`src/hdl/spilcb_pkg.sv`:
```
/*
 * Constants for the serial block with selectable word length:
 * register byte offsets, field positions, reset values, states.
 * Assumes an APB slave with 32-bit data and 8-bit byte addresses.
 */
package spilcb_pkg;
    localparam logic [7:0] OFF_CTRL1 = 8'h00;
    localparam logic [7:0] OFF_CTRL2 = 8'h04;
    localparam logic [7:0] OFF_BAUD  = 8'h08;
    localparam logic [7:0] OFF_STAT  = 8'h0C;
    localparam logic [7:0] OFF_DHI   = 8'h10;
    localparam logic [7:0] OFF_DLO   = 8'h14;
    localparam logic [7:0] OFF_MHI   = 8'h18;
    localparam logic [7:0] OFF_MLO   = 8'h1C;

    // first control register
    localparam int C1_LSBF = 0;
    localparam int C1_SELECT_OUTPUT_ENABLE = 1;
    localparam int C1_CLOCK_PHASE_BIT = 2;
    localparam int C1_CLOCK_POLARITY_BIT = 3;
    localparam int C1_MASTER_SELECT_BIT = 4;
    localparam int C1_SPE  = 5;
    // control_register_two
    localparam int C2_LEN  = 0;
    localparam int C2_MFEN = 1;
    // baud register: rate_field low, prescale_field high
    localparam int BD_RATE = 0;
    localparam int BD_PRE  = 4;
    // status_register
    localparam int ST_TEF  = 5;
    localparam int ST_MF   = 6;
    localparam int ST_RF   = 7;

    localparam logic [5:0] C1_RST = 6'h04;
    localparam logic [1:0] C2_RST = 2'h0;
    localparam logic [6:0] BD_RST = 7'h00;

    // serial clock edges per word
    localparam logic [5:0] EDGES_B8  = 6'h10;
    localparam logic [5:0] EDGES_B16 = 6'h20;

    typedef enum logic [1:0] {
        SPILCB_IDLE,
        SPILCB_LEAD,
        SPILCB_EDGES,
        SPILCB_TRAIL
    } spilcb_state_type;
endpackage : spilcb_pkg

```
`src/hdl/spilcb_baud.sv`:
```
/*
 * Baud divider: prescaler then power-of-two stage, one pulse per
 * half bit period. Assumes run is low whenever no master transfer
 * is under way; counters are held at zero then.
 */
`timescale 1ns/1ps
module spilcb_baud
    import spilcb_pkg::*;
#(
    parameter int PRE_W  = 3,
    parameter int RATE_W = 3
) (
    input  wire logic              core_clk,
    input  wire logic              rst,
    input  wire logic              run,
    input  wire logic [PRE_W-1:0]  prescale,
    input  wire logic [RATE_W-1:0] rate,
    output logic                   half_tick
);
    localparam int CNT_W = (1 << RATE_W) - 1;

    if (PRE_W < 1 || RATE_W < 1 || RATE_W > 4) begin : g_bad
        $error("spilcb_baud: unsupported field widths");
    end

    typedef struct packed {
        logic [PRE_W-1:0] pc;
        logic [CNT_W-1:0] rc;
        logic             tick;
    } spilcb_baud_type;

    spilcb_baud_type r;
    spilcb_baud_type n;
    logic [CNT_W-1:0] rc_last;

    always_comb begin
        n = r;
        n.tick = 1'b0;
        // half period is (prescale+1) * 2**rate bus clocks
        rc_last = CNT_W'((32'd1 << rate) - 32'd1);
        if (!run) begin
            n.pc = '0; // stopped outside transfers
            n.rc = '0;
        end else if (r.pc == prescale) begin
            n.pc = '0; // divide by prescale+1
            if (r.rc == rc_last) begin
                n.rc = '0; // further 2**(rate+1) per bit
                n.tick = 1'b1;
            end else begin
                n.rc = r.rc + 1'b1;
            end
        end else begin
            n.pc = r.pc + 1'b1;
        end
    end

    always_ff @(posedge core_clk or posedge rst) begin
        if (rst) begin
            r <= '0;
        end else begin
            r <= n;
        end
    end

    assign half_tick = r.tick;
endmodule : spilcb_baud

```
`src/hdl/spilcb_core.sv`:
```
/*
 * Serial interface with 8/16-bit words, four clock formats, baud
 * divider, automatic select output and coherent byte buffers,
 * reached over APB. Assumes pins come from another domain and are
 * synchronised here; bus master on core_clk.
 */
// Design decisions made here: the register addresses and the APB register port.
`timescale 1ns/1ps
module spilcb_core
    import spilcb_pkg::*;
(
    input  wire logic        core_clk,
    input  wire logic        rst,
    input  wire logic        psel,
    input  wire logic        penable,
    input  wire logic        pwrite,
    input  wire logic [7:0]  paddr,
    input  wire logic [31:0] pwdata,
    output logic [31:0]      prdata,
    output logic             pready,
    output logic             pslverr,
    input  wire logic        sclk_in,
    output logic             sclk_out,
    output logic             sclk_oe,
    input  wire logic        mosi_in,
    output logic             mosi_out,
    output logic             mosi_oe,
    input  wire logic        miso_in,
    output logic             miso_out,
    output logic             miso_oe,
    input  wire logic        ss_n_in,
    output logic             ss_n_out,
    output logic             ss_n_oe
);
    typedef struct packed {
        spilcb_state_type st;
        logic [5:0]  c1;
        logic [1:0]  c2;
        logic [6:0]  bd;
        logic [5:0]  k;
        logic [15:0] sh;
        logic        smp;
        logic        lvl;
        logic        ss;
        logic [15:0] tx;
        logic        txf;
        logic [15:0] rx;
        logic        rf;
        logic        mf;
        logic [15:0] mt;
        logic [15:0] dw;
        logic [1:0]  dwv;
        logic [15:0] mw;
        logic [1:0]  mwv;
        logic [15:0] dr;
        logic [1:0]  drv;
        logic [15:0] mr;
        logic [1:0]  mrv;
        logic [31:0] rd;
        logic [2:0]  sck_s;
        logic [1:0]  mosi_s;
        logic [1:0]  miso_s;
        logic [1:0]  ss_s;
    } spilcb_core_type;

    spilcb_core_type r;
    spilcb_core_type n;

    logic        tick;
    logic        run;
    logic        len16;
    logic        master_select_bit;
    logic        spe;
    logic        clock_phase_bit;
    logic        lsbf;
    logic        setup;
    logic        acc;
    logic        edge_ev;
    logic        smp_edge;
    logic        in_bit;
    logic        abort;
    logic        bsel;
    logic        done;
    logic [5:0]  kn;
    logic [5:0]  total;
    logic [15:0] word;
    logic [1:0]  nv;

    function automatic logic addr_hit(input logic [7:0] a);
        addr_hit = (a[7:5] == 3'h0) && (a[1:0] == 2'h0);
    endfunction : addr_hit

    // lsb-first enters at the top, msb-first at bit 0
    function automatic logic [15:0] shift_in(input logic [15:0] s,
            input logic b, input logic l16, input logic lf);
        if (lf) begin
            shift_in = l16 ? {b, s[15:1]} : {8'h00, b, s[7:1]};
        end else begin
            shift_in = l16 ? {s[14:0], b} : {8'h00, s[6:0], b};
        end
    endfunction : shift_in

    // read of byte b while v records bytes read since capture
    function automatic logic [1:0] latch_nxt(input logic [1:0] v,
            input logic b);
        if (v == 2'h0) begin
            latch_nxt = b ? 2'h2 : 2'h1;
        end else if (v[b]) begin
            latch_nxt = v;
        end else begin
            latch_nxt = 2'h0;
        end
    endfunction : latch_nxt

    spilcb_baud #(
        .PRE_W  (3),
        .RATE_W (3)
    ) u_baud (
        .core_clk  (core_clk),
        .rst       (rst),
        .run       (run),
        .prescale  (r.bd[BD_PRE+:3]),
        .rate      (r.bd[BD_RATE+:3]),
        .half_tick (tick)
    );

    assign len16 = r.c2[C2_LEN];
    assign master_select_bit  = r.c1[C1_MASTER_SELECT_BIT];
    assign spe   = r.c1[C1_SPE];
    assign clock_phase_bit  = r.c1[C1_CLOCK_PHASE_BIT];
    assign lsbf  = r.c1[C1_LSBF];
    assign run   = spe && master_select_bit && (r.st != SPILCB_IDLE);
    assign total = len16 ? EDGES_B16 : EDGES_B8;
    assign setup = psel && !penable;
    assign acc   = psel && penable;

    always_comb begin
        n = r;
        abort = 1'b0;
        edge_ev = 1'b0;
        smp_edge = 1'b0;
        done = 1'b0;
        kn = r.k + 6'h01;
        word = 16'h0000;
        nv = 2'h0;
        bsel = (paddr == OFF_DHI) || (paddr == OFF_MHI);
        in_bit = master_select_bit ? r.miso_s[1] : r.mosi_s[1];
        n.sck_s = {r.sck_s[1:0], sclk_in};
        n.mosi_s = {r.mosi_s[0], mosi_in};
        n.miso_s = {r.miso_s[0], miso_in};
        n.ss_s = {r.ss_s[0], ss_n_in};

        // read data is prepared in setup, shown in access
        if (setup && !pwrite) begin
            n.rd = 32'h0;
            case (paddr)
                OFF_CTRL1: n.rd[5:0] = r.c1;
                OFF_CTRL2: n.rd[1:0] = r.c2;
                OFF_BAUD:  n.rd[6:0] = r.bd;
                OFF_STAT: begin
                    n.rd[ST_RF] = r.rf;
                    n.rd[ST_MF] = r.mf;
                    n.rd[ST_TEF] = !r.txf;
                end
                OFF_DHI: if (len16) begin
                    n.rd[7:0] = (r.drv != 2'h0) ? r.dr[15:8]
                                                : r.rx[15:8];
                end
                OFF_DLO: begin
                    n.rd[7:0] = (len16 && r.drv != 2'h0) ? r.dr[7:0]
                                                         : r.rx[7:0];
                end
                OFF_MHI: if (len16) begin
                    n.rd[7:0] = (r.mrv != 2'h0) ? r.mr[15:8]
                                                : r.mt[15:8];
                end
                OFF_MLO: begin
                    n.rd[7:0] = (len16 && r.mrv != 2'h0) ? r.mr[7:0]
                                                         : r.mt[7:0];
                end
                default: n.rd = 32'h0;
            endcase
        end

        if (acc && pwrite) begin
            case (paddr)
                OFF_CTRL1: n.c1 = pwdata[5:0];
                OFF_CTRL2: begin
                    n.c2 = pwdata[1:0];
                    abort = master_select_bit && (pwdata[C2_LEN] != len16);
                end
                OFF_BAUD: n.bd = pwdata[6:0];
                OFF_STAT: if (pwdata[ST_MF]) begin
                    n.mf = 1'b0; // write one clears match flag
                end
                OFF_DHI, OFF_DLO: begin
                    if (len16) begin
                        nv = r.dwv | (bsel ? 2'h2 : 2'h1);
                        n.dw = bsel ? {pwdata[7:0], r.dw[7:0]}
                                    : {r.dw[15:8], pwdata[7:0]};
                        n.dwv = nv;
                        if (nv == 2'h3) begin
                            n.tx = n.dw; // both bytes as one word
                            n.txf = 1'b1;
                            n.dwv = 2'h0;
                        end
                    end else if (!bsel) begin
                        n.tx = {8'h00, pwdata[7:0]};
                        n.txf = 1'b1;
                    end
                end
                OFF_MHI, OFF_MLO: begin
                    if (len16) begin
                        nv = r.mwv | (bsel ? 2'h2 : 2'h1);
                        n.mw = bsel ? {pwdata[7:0], r.mw[7:0]}
                                    : {r.mw[15:8], pwdata[7:0]};
                        n.mwv = nv;
                        if (nv == 2'h3) begin
                            n.mt = n.mw;
                            n.mwv = 2'h0;
                        end
                    end else if (!bsel) begin
                        n.mt = {8'h00, pwdata[7:0]};
                    end
                end
                default: n.c1 = r.c1;
            endcase
        end

        if (acc && !pwrite) begin
            if (paddr == OFF_DHI || paddr == OFF_DLO) begin
                if (len16) begin
                    if (r.drv == 2'h0) begin
                        n.dr = r.rx; // hold until other byte
                    end
                    n.drv = latch_nxt(r.drv, bsel);
                    if (r.drv != 2'h0 && !r.drv[bsel]) begin
                        n.rf = 1'b0;
                    end
                end else if (!bsel) begin
                    n.rf = 1'b0;
                end
            end
            if ((paddr == OFF_MHI || paddr == OFF_MLO) && len16) begin
                if (r.mrv == 2'h0) begin
                    n.mr = r.mt;
                end
                n.mrv = latch_nxt(r.mrv, bsel);
            end
        end

        // master sequencing
        if (spe && master_select_bit) begin
            case (r.st)
                SPILCB_IDLE: if (r.txf) begin
                    n.sh = r.tx;
                    n.txf = 1'b0;
                    n.ss = 1'b0;
                    n.k = 6'h00;
                    n.lvl = 1'b0;
                    n.st = SPILCB_LEAD;
                end
                SPILCB_LEAD: if (tick) begin
                    edge_ev = 1'b1; // half period after select
                    n.st = SPILCB_EDGES;
                end
                SPILCB_EDGES: edge_ev = tick;
                SPILCB_TRAIL: if (tick) begin
                    n.ss = 1'b1;
                    n.st = SPILCB_IDLE;
                end
                default: n.st = SPILCB_IDLE;
            endcase
        end else begin
            n.st = SPILCB_IDLE;
            n.ss = 1'b1;
            n.lvl = 1'b0;
            if (!spe || r.ss_s[1]) begin
                n.k = 6'h00;
                if (spe && r.txf) begin
                    n.sh = r.tx; // first bit ready at select
                    n.txf = 1'b0;
                end
            end else if (r.sck_s[2] != r.sck_s[1]) begin
                edge_ev = 1'b1;
            end
        end

        if (edge_ev) begin
            n.k = kn;
            n.lvl = !r.lvl;
            smp_edge = clock_phase_bit ? !kn[0] : kn[0];
            if (smp_edge) begin
                n.smp = in_bit;
            end
            // phase 1 first edge only presents bit one
            if (!smp_edge && kn != 6'h01) begin
                n.sh = shift_in(r.sh, r.smp, len16, lsbf);
            end
            if (kn == total) begin
                done = 1'b1;
                word = shift_in(r.sh, smp_edge ? in_bit : r.smp,
                                len16, lsbf);
                n.rx = word;
                n.rf = 1'b1;
                if (word == r.mt) begin
                    n.mf = 1'b1;
                end
                // shifter left alone: data must not move on a sample edge
                n.k = 6'h00;
                if (master_select_bit) begin
                    n.st = SPILCB_TRAIL;
                end else if (r.txf) begin
                    n.sh = r.tx; // back to back, select held
                    n.txf = 1'b0;
                end
            end
        end

        if (abort) begin
            // transfer dropped, status cleared
            n.st = SPILCB_IDLE;
            n.ss = 1'b1;
            n.k = 6'h00;
            n.lvl = 1'b0;
            n.rf = 1'b0;
            n.mf = 1'b0;
            n.txf = 1'b0;
            n.dwv = 2'h0;
            n.drv = 2'h0;
        end
    end

    always_ff @(posedge core_clk or posedge rst) begin
        if (rst) begin
            r <= '0;
            r.c1 <= C1_RST;
            r.c2 <= C2_RST;
            r.bd <= BD_RST;
            r.ss <= 1'b1;
            r.ss_s <= 2'h3;
        end else begin
            r <= n;
        end
    end

    // data out end follows bit order and length
    assign mosi_out = lsbf ? r.sh[0] : (len16 ? r.sh[15] : r.sh[7]);
    assign miso_out = mosi_out;
    assign sclk_out = r.lvl ^ r.c1[C1_CLOCK_POLARITY_BIT];
    assign sclk_oe  = spe && master_select_bit;
    assign mosi_oe  = spe && master_select_bit;
    assign miso_oe  = spe && !master_select_bit && !r.ss_s[1];
    assign ss_n_out = r.ss;
    assign ss_n_oe  = spe && master_select_bit && r.c1[C1_SELECT_OUTPUT_ENABLE]
                      && r.c2[C2_MFEN];
    assign prdata   = r.rd;
    assign pready   = 1'b1;
    assign pslverr  = acc && !addr_hit(paddr);
endmodule : spilcb_core

```
`config.mk`:
```
export PLATFORM = sky130hd
export DESIGN_NAME = spilcb_core
export DESIGN_NICKNAME = d
export VERILOG_FILES = /design/src/hdl/spilcb_pkg.sv /design/src/hdl/spilcb_baud.sv /design/src/hdl/spilcb_core.sv
export SDC_FILE = /design/constraint.sdc
export NUM_CORES = 1
export LEC_CHECK = 0
export BUFFER_PORTS_ARGS = -buffer_cell sky130_fd_sc_hd__buf_2
export CORE_ASPECT_RATIO = 1.2
export CORE_MARGIN = 4
export CORE_UTILIZATION = 50
export DETAILED_ROUTE_END_ITERATION = 7
export HOLD_SLACK_MARGIN = 0.05
export PLACE_DENSITY_LB_ADDON = 0.2
export SLEW_MARGIN = 10
export SYNTH_ARGS = -nofsm -noshare
export SYNTH_HDL_FRONTEND = slang
export SYNTH_SLANG_ARGS = --single-unit
```
`constraint.sdc`:
```
create_clock -name core_clk -period 9 [get_ports core_clk]
set_input_delay 1.8 -clock core_clk [delete_from_list [all_inputs] [get_ports core_clk]]
set_output_delay 1.8 -clock core_clk [all_outputs]
set_load 0.02 [all_outputs]
```
### Yosys cells after proc, flatten, opt, wreduce, memory -nomap -nowiden

Cells that the tools add are included.
W data, S select, Z words.

| word-level totals | value |
|---|---|
| register bits | 193 |
| input port bits | 49 |
| output and inout bits | 42 |
| logic and storage cells | 255 |

| cells by class | value |
|---|---|
| add/subtract/negate cells | 4 |
| magnitude comparators | 1 |
| equal/unequal tests | 30 |
| shifts and indexed selects | 1 |
| multiplexer cells | 117 |
| bitwise logic cells | 3 |
| reductions and logical operators | 68 |

Operator list:

| cell | number |
|---|---|
| $mux W16 | 19 |
| $mux W22 | 5 |
| $mux W18 | 5 |
| $mux W8 | 7 |
| $mux W53 | 1 |
| $mux W17 | 3 |
| $mux W2 | 23 |
| $mux W19 | 2 |
| $mux W1 | 37 |
| $eq A8 B5 Y1 const B | 4 |
| $mux W24 | 1 |
| $reduce_and A3 Y1 | 7 |
| $logic_and A1 B1 Y1 | 20 |
| $mux W20 | 1 |
| $pmux W3 S6 | 1 |
| $eq A16 B16 Y1 | 1 |
| $eq A8 B4 Y1 const B | 2 |
| $reduce_and A4 Y1 | 4 |
| $reduce_bool A2 Y1 | 8 |
| $pmux W2 S7 | 1 |
| $mux W6 | 2 |
| $ne A4 B1 Y1 const B | 3 |
| $logic_not A1 Y1 | 11 |
| $mux W10 | 1 |
| 35 further kinds | 55 |

### Longest topological paths before layout

Gate-level depths: netlist of run 1.

| depth | value |
|---|---|
| depth after elaboration | 17 |
| gate-level depth with buffers | 10 |
| gate-level depth less buffers | 8 |

### Modules after synthesis

From an unflattened synthesis of run 1, not the netlist that was laid out.

| unflattened totals | value |
|---|---|
| cells, all modules | 1017 |
| area total of the unflattened synthesis | 10272.4 µm² |

By module, submodules not included:

| module | instances | cells each | area an instance (µm²) | seq. area each (µm²) |
|---|---|---|---|---|
| spilcb_core | 1 | 938 | 9531.6 | 4559.4 |
| spilcb_baud | 1 | 79 | 740.7 | 275.3 |

### Worst setup path after synthesis of run 1

OpenSTA, ideal clock, no wires.

| path | value |
|---|---|
| path kind | input port to output port |
| start | input port paddr[5] |
| end | output port pslverr |
| arrival | 2.708 ns |
| data required time | 7.200 ns |
| slack | 4.492 ns |
| stages on the path | 3 |
| path buffers | 0 |
| cell sequence | or4_4 -> nor2_1 -> nor2_1 |

| between the ends | value |
|---|---|
| word-level cells in the longest chain between the ends | 4 |

Ends and longest elaborated chain:

| item | RTL line | text |
|---|---|---|
| from (decl) | spilcb_core.sv:17 | `input wire logic [7:0] paddr,` |
| $logic_not A3 Y1 | spilcb_core.sv:90 | `addr_hit = (a[7:5] == 3'h0) && (a[1:0] == 2'h0);` |
| $logic_and A1 B1 Y1 | spilcb_core.sv:90 |  |
| $logic_not A1 Y1 | spilcb_core.sv:359 | `assign pslverr = acc && !addr_hit(paddr);` |
| $logic_and A1 B1 Y1 | spilcb_core.sv:359 |  |
| to (decl) | spilcb_core.sv:21 | `output logic pslverr,` |

No other way between the ends.

### Worst setup path in the final report of run 1

Same ends and word-level chain as after synthesis.

==> results.sh, run 1 <==
export IMPL_fin_nets=1055
export IMPL_drive_gt1_share_pct=20.71
export IMPL_drtIter0Drc=686
export IMPL_syn_area_sq_um=10350
export IMPL_route_met2_wl_um=11910
export IMPL_htreeDepth=4
export IMPL_layout_common_cells="dfrtp_1, nand2_1, mux2_2"
export IMPL_holdWs_ns=0.3578
export IMPL_clk_latency_ns=0.44
export IMPL_worst_setup_path_start_kind="primary input"
export IMPL_antenna_found_initial=0
export IMPL_worst_pin_slew_ns=1.177
export IMPL_die_w_um=139.3
export IMPL_clk_pin_slew_ns=0.07
export IMPL_wl_per_cell_um=19.89
export IMPL_maxCapViolations=0
export IMPL_final_max_slew_viol_count=0
export IMPL_grt_overflow_total=0
export IMPL_cts_sinks=193
export IMPL_cp_arrival_ns=3.11
export IMPL_dp_slack_ns=4.105
export IMPL_coreArea_sq_um=20330
export IMPL_ys_flop_type="dfrtp_1"
export IMPL_place_gp_congestion=0.8875
export IMPL_cts_hold_buf=0
export IMPL_period_share_pct=54.52
export IMPL_wl_um=25340
export IMPL_grt_pass1_wl_um=40490
export IMPL_status="completed"
export IMPL_cts_tree="yes"
export IMPL_cp_slowest_cell="or4_4"
export IMPL_fmax_mhz=203.8
export IMPL_critPathMaxStageDelay_ns=0.57
export IMPL_final_common_cell="dfrtp_1"
export IMPL_synthDistinctLibCells=83
export IMPL_ioPinCount=91
export IMPL_min_path_type="flip-flop to flip-flop"
export IMPL_route_detailed_drc=0
export IMPL_cts_buffer_depth=2
export IMPL_dr_pass1_iters=5
export IMPL_cts_buffers=17
export IMPL_drt_met1_wl_um=11640
export IMPL_die_y_um=165.6
export IMPL_synth_seq_cells=193
export IMPL_start_util_pct=50.91
export IMPL_cp_max_fo=5
export IMPL_setup_ws_ns=4.093
export IMPL_grt_usage_pct=22.51
export IMPL_seq_area_frac_synth_pct=46.72
export IMPL_timing_critical_path_cells="buf_2, or4_4, nor2_1, nor2_1, buf_2"
export IMPL_crit_path_end_kind="output pin"
export IMPL_powerDensity_nw_per_um2=155.2
export IMPL_rows=57
export IMPL_rsz0062_at_grt="false"
export IMPL_area_delta_synth_final_pct=7.570
export IMPL_synth_warnings=0
export IMPL_fin_skew_ns=0.01063
export IMPL_ctsResizeCount=0
export IMPL_antenna_left=0
export IMPL_postSynthCellCount=991
export IMPL_fin_setup_tns_ns=0
export IMPL_p_total_mw=1.727
export IMPL_dr_total_vias=7518
export IMPL_cts_setup_buffers=0
export IMPL_antenna_cells=0
export IMPL_dr_max_layer_used="met4"
export IMPL_dp_hpwl_um=18010
export IMPL_setup_viol=0
export IMPL_fin_crit_ns=4.907
export IMPL_synth_edf_count=0
export IMPL_relSlewSlack_pct=21.46
export IMPL_cp_num_buf_inv=2
export IMPL_wl_met3_um=1262
export IMPL_clock_root_buffer="clkbuf_16"
export IMPL_port_buffers=41
export IMPL_fillerInstances=1817
export IMPL_grt_start_max_net_pins=115
export IMPL_die_area_sq_um=23070
export IMPL_ir_worst_vdd_mv=0.1356
export IMPL_critical_path_required_ns=7.20
export IMPL_avgViaCountPerCell=5.901
export IMPL_ys_async_sr_fraction_pct=100.0
export IMPL_hold_viol=0
export IMPL_worst_setup_path_type="primary input to output pin"
export IMPL_p_leak_nw=5.148
export IMPL_synth_avg_cell_area_sq_um=10.44
export IMPL_grt_pass1_vias=7120
export IMPL_crit_family="simple AND/OR/NAND/NOR gates"
==> synth_stat cells (7+ instances only) <==
master / instances / share of area, %
nand3_1: 20 / 0.97
ha_1: 10 / 1.2
and3_1: 10 / 0.60
xnor2_1: 14 / 1.2
nand2_1: 118 / 4.3
mux2i_1: 76 / 7.4
a21oi_1: 31 / 1.5
nor2b_1: 10 / 0.60
clkbuf_1: 30 / 1.1
mux2_2: 96 / 10
inv_1: 18 / 0.65
nor2_1: 38 / 1.4
o221ai_1: 15 / 1.3
o22ai_1: 8 / 0.48
xor2_1: 8 / 0.68
a31oi_1: 10 / 0.60
buf_4: 35 / 2.5
nor3_1: 13 / 0.63
nand2b_1: 7 / 0.42
buf_2: 15 / 0.73
nor4_1: 8 / 0.48
dfrtp_1: 189 / 46
o21ai_0: 73 / 3.5
a22oi_1: 8 / 0.58
==> sequential cells by signal, summed over array words and instances (netlist names) <==
name	flops
r	164
len16	1
u_baud.half_tick	1
n	5
ss_n_out	1
lsbf	1
prdata	8
clock_phase_bit	1
u_baud.r	10
master_select_bit	1
==> final timing paths <==
kind	from	end	slack, ns	cells after the start
min in group asynchronous	rst	r[82]$_DFFE_PP0P_	1.51	2
max in group asynchronous	rst	r[95]$_DFFE_PP0P_	5.99	3
worst min-delay path	n[1]$_DFF_PP1_	r[1]$_DFF_PP1_	0.36	0
worst min register to register	n[1]$_DFF_PP1_	r[1]$_DFF_PP1_	0.36	0
worst max-delay path	paddr[5]	pslverr	4.09	5
worst max register to register	r[183]$_DFFE_PP0P_	r[146]$_DFFE_PP0P_	5.45	7
==> area by class of cell <==
| class | instances | area [sq um] | share of cell area, % |
|---|---|---|---|
| Clock buffer | 17 | 425.4 | 3.822 |
| Multi-Input combinational cell | 714 | 5025 | 45.14 |
| Sequential cell | 193 | 4835 | 43.44 |
| Timing Repair Buffer | 52 | 287.8 | 2.585 |
| Tap cell | 265 | 331.6 | 2.979 |
| Inverter | 18 | 75.07 | 0.6745 |
| Clock inverter | 15 | 151.4 | 1.360 |
==> metrics by stage <==
stage / area, sq um / cells / utilization (%)
floorplan: 10430 / 1014 / -
global placement: 10550 / 1242 / 51.92
detailed placement: 10550 / 1242 / 51.92
CTS: 11130 / 1274 / 54.76
global route: 11130 / 1274 / 54.76
finish: 11130 / 1274 / 54.76
==> worst register-to-register path, delay by kind of cell, from the launching register on <==
kind / cells / cell delay, ns
adder cells (fa/ha/maj): 1 / 0.45
AO/OA/AOI/OAI: 4 / 1.94
flip-flops: 1 / 0.64
AND/OR/NAND/NOR: 2 / 0.41
==> kinds of logic (layout without fill, tap and decap cells) <==
logic type      count (synthesis)  count (layout)  synth area share (%)
simple gates                  271             271                 12.87
compound gates                214             214                 13.85
flops                         193             193                 46.72
mux                           172             172                 17.80
buf+inv                       107             102                 5.623
xor+xnor                       22              22                 1.862
fa+ha+maj                      10              10                 1.209
other cells                     2              25               0.07258
==> report_power, final <==
group	internal [mW]	switching [mW]	leakage (nW)
Clock	0.391	0.357	0.278
Combinational	0.0245	0.0688	2.23
Sequential	0.877	0.00884	2.64
Total	1.29	0.435	5.15
==> per-layer routing <==
metal	vias to the layer above	global-route usage, %
met2	225	36.30
li1	3552	-
met4	0	7.340
met1	3707	31.44
met3	34	3.485
met5	-	0
(Power assumes the default switching activity.)
==> inputs of run 2 (changes only) <==
- ABC_AREA: unset -> 1
- clock period: 9 -> 4.2 ns (I/O delays scaled with it)
==> results.sh, run 2 <==
export IMPL_status="completed"
export IMPL_route_detailed_drc=0
export IMPL_seq_area_frac_synth_pct=44.60
export IMPL_cts_buffer_depth=2
export IMPL_fmax_mhz=355.1
export IMPL_drive_gt1_share_pct=9.375
export IMPL_die_area_sq_um=24110
export IMPL_synth_seq_cells=193
export IMPL_synthDistinctLibCells=47
export IMPL_clock_root_buffer="clkbuf_16"
export IMPL_htreeDepth=4
export IMPL_worst_pin_slew_ns=0.9972
export IMPL_synthTopCellsByCount="nand2_1, dfrtp_1, inv_1"
export IMPL_synth_warnings=0
export IMPL_antenna_cells=0
export IMPL_synthSimpleGateAreaFrac_pct=27.06
export IMPL_largest_reg_flops=164
export IMPL_powerDensity_nw_per_um2=324.7
export IMPL_multiInputGateArea_sq_um=4927
export IMPL_synth_area_leaders="dfrtp_1, nand2_1, o21ai_0, inv_1, nand3_1"
export IMPL_coreArea_sq_um=21120
export IMPL_min_path_type="flip-flop to flip-flop"
export IMPL_synth_avg_cell_area_sq_um=7.465
export IMPL_hold_viol=0
export IMPL_fillerInstances=2014
export IMPL_critical_path_required_ns=3.36
export IMPL_synth_mux_area_share_pct=1.628
export IMPL_yosysMostFrequentCell="nand2_1"
export IMPL_worst_setup_path_type="flip-flop to output pin"
export IMPL_cts_tree="yes"
export IMPL_rsz0062_at_grt="false"
export IMPL_cts_setup_buffers=0
export IMPL_dr_pass1_iters=7
export IMPL_ctsResizeCount=0
export IMPL_cp_max_fo=14
export IMPL_crit_path_end_kind="output pin"
export IMPL_synth_top_family_by_area="simple AND/OR/NAND/NOR gates"
export IMPL_fin_nets=1518
export IMPL_p_leak_nw=5.926
export IMPL_antenna_found_initial=0
export IMPL_dr_total_vias=9239
export IMPL_maxCapViolations=0
export IMPL_r2r_worst_path_cells=11
export IMPL_avgViaCountPerCell=5.304
export IMPL_final_max_slew_viol_count=0
export IMPL_wl_per_cell_um=16.61
export IMPL_period_share_pct=67.05
export IMPL_grt_usage_pct=24.70
export IMPL_die_w_um=142.4
export IMPL_fin_setup_tns_ns=0
export IMPL_layout_common_cells="nand2_1, dfrtp_1, inv_1"
export IMPL_ir_worst_vdd_mv=0.2942
export IMPL_grt_pass1_wl_um=46600
export IMPL_die_y_um=169.3
export IMPL_clk_latency_ns=0.45
export IMPL_relSlewSlack_pct=33.07
export IMPL_yosys_area_share_xor_xnor_pct=1.212
export IMPL_wl_um=28930
export IMPL_postSynthCellCount=1452
export IMPL_cts_sinks=193
export IMPL_clk_pin_slew_ns=0.07
export IMPL_synth_edf_count=0
export IMPL_antenna_left=0
export IMPL_worst_setup_path_start_kind="flip-flop"
export IMPL_setup_ws_ns=1.384
export IMPL_netlist_area_leader_share_pct=43.63
export IMPL_cts_buffers=17
export IMPL_rows=58
export IMPL_holdPathStages=0
export IMPL_grt_start_max_net_pins=69
export IMPL_holdWs_ns=0.3536
export IMPL_drtIter0Drc=780
export IMPL_synthAdderAreaFrac_pct=1.154
export IMPL_cp_arrival_ns=1.98
export IMPL_grt_pass1_vias=8637
export IMPL_port_buffers=41
export IMPL_dp_hpwl_um=21310
export IMPL_syn_area_sq_um=10840
export IMPL_top_register="r"
export IMPL_ys_flop_type="dfrtp_1"
export IMPL_synth_compound_area_share_pct=13.51
export IMPL_final_common_cell="nand2_1"
export IMPL_yosys_area_top_type="dfrtp_1"
export IMPL_fin_crit_ns=2.816
export IMPL_area_delta_synth_final_pct=7.446
export IMPL_cts_hold_buf=0
export IMPL_ff_latch_area_sq_um=4836
export IMPL_grt_overflow_total=0
export IMPL_setup_viol=0
export IMPL_p_total_mw=3.781
export IMPL_place_gp_congestion=0.9062
export IMPL_ioPinCount=91
export IMPL_fin_skew_ns=0.01171
export IMPL_ys_async_sr_fraction_pct=100.0
export IMPL_final_core_util_pct=55.15
export IMPL_dp_slack_ns=0.9972
export IMPL_start_util_pct=51.33
## run 2: changes by cell type in the layout (fill, tap and decap cells not counted), sizes merged, moves of 10 or more
cell    previous run  this run
nand2            119       469
nor2              42        89
o21ai             75       167
o22ai              8        23
o221ai            15         0
mux2              96        13
nor2b             10         0
inv               24       170
mux2i             76         3
nand3             21       112
and3              11         0
## run 2: worst max-delay path, cell delays in order, from the launching register on
cell and delay, ns:
dfrtp_2 0.41, inv_1 0.56, nand2_1 0.10, a22oi_1 0.25, buf_2 0.22
## run 2: final cells by class
type                            count  area share (%)
Multi-Input combinational cell   1027           42.31
Sequential cell                   193           41.52
Inverter                          165           5.350
Tap cell                          270           2.901
Clock inverter                     13           1.235
Timing Repair Buffer               55           2.879
Clock buffer                       19           3.803
## run 2: cells by family after synthesis
kind of cell | after synthesis
other cells | 2
compound gates | 262
mux | 16
simple gates | 699
buf+inv | 255
xor+xnor | 15
flops | 193
fa+ha+maj | 10
## run 2: final timing paths
check | slack, ns | from | endpoint
worst max-delay path | 1.38 | len16$_DFFE_PP0P_ | miso_out
worst min-delay path | 0.35 | n[3]$_DFF_PP0_ | r[3]$_DFF_PP0_
worst min register to register | 0.35 | n[3]$_DFF_PP0_ | r[3]$_DFF_PP0_
worst max register to register | 1.45 | r[183]$_DFFE_PP0P_ | r[205]$_DFF_PP0_
max in group asynchronous | 2.69 | rst | clock_phase_bit$_DFFE_PP1P_
min in group asynchronous | 0.54 | rst | u_baud.r[2]$_DFFE_PP0P_
## run 2: power breakdown
group / total, mW / internal, mW / switching (mW)
registers: 1.90 / 1.88 / 0.0137
logic: 0.226 / 0.0577 / 0.168
clock network: 1.66 / 0.860 / 0.799
## run 2: through the flow
stage	instances	cell area, sq um
6_report	1742	11650
5_1_grt	1742	11650
4_1_cts	1742	11650
3_5_place_dp	1710	11060
3_3_place_gp	1710	11060
2_1_floorplan	1475	10930
## run 2: routing by layer
layer / global-route usage [%] / share of wire (%) / vias up
li1: - / - / 4646
met1: 33.72 / 44 / 4292
met2: 40.52 / 47 / 262
met3: 3.974 / 5.5 / 39
met4: 7.896 / 2.7 / 0
met5: 0 / 0 / -
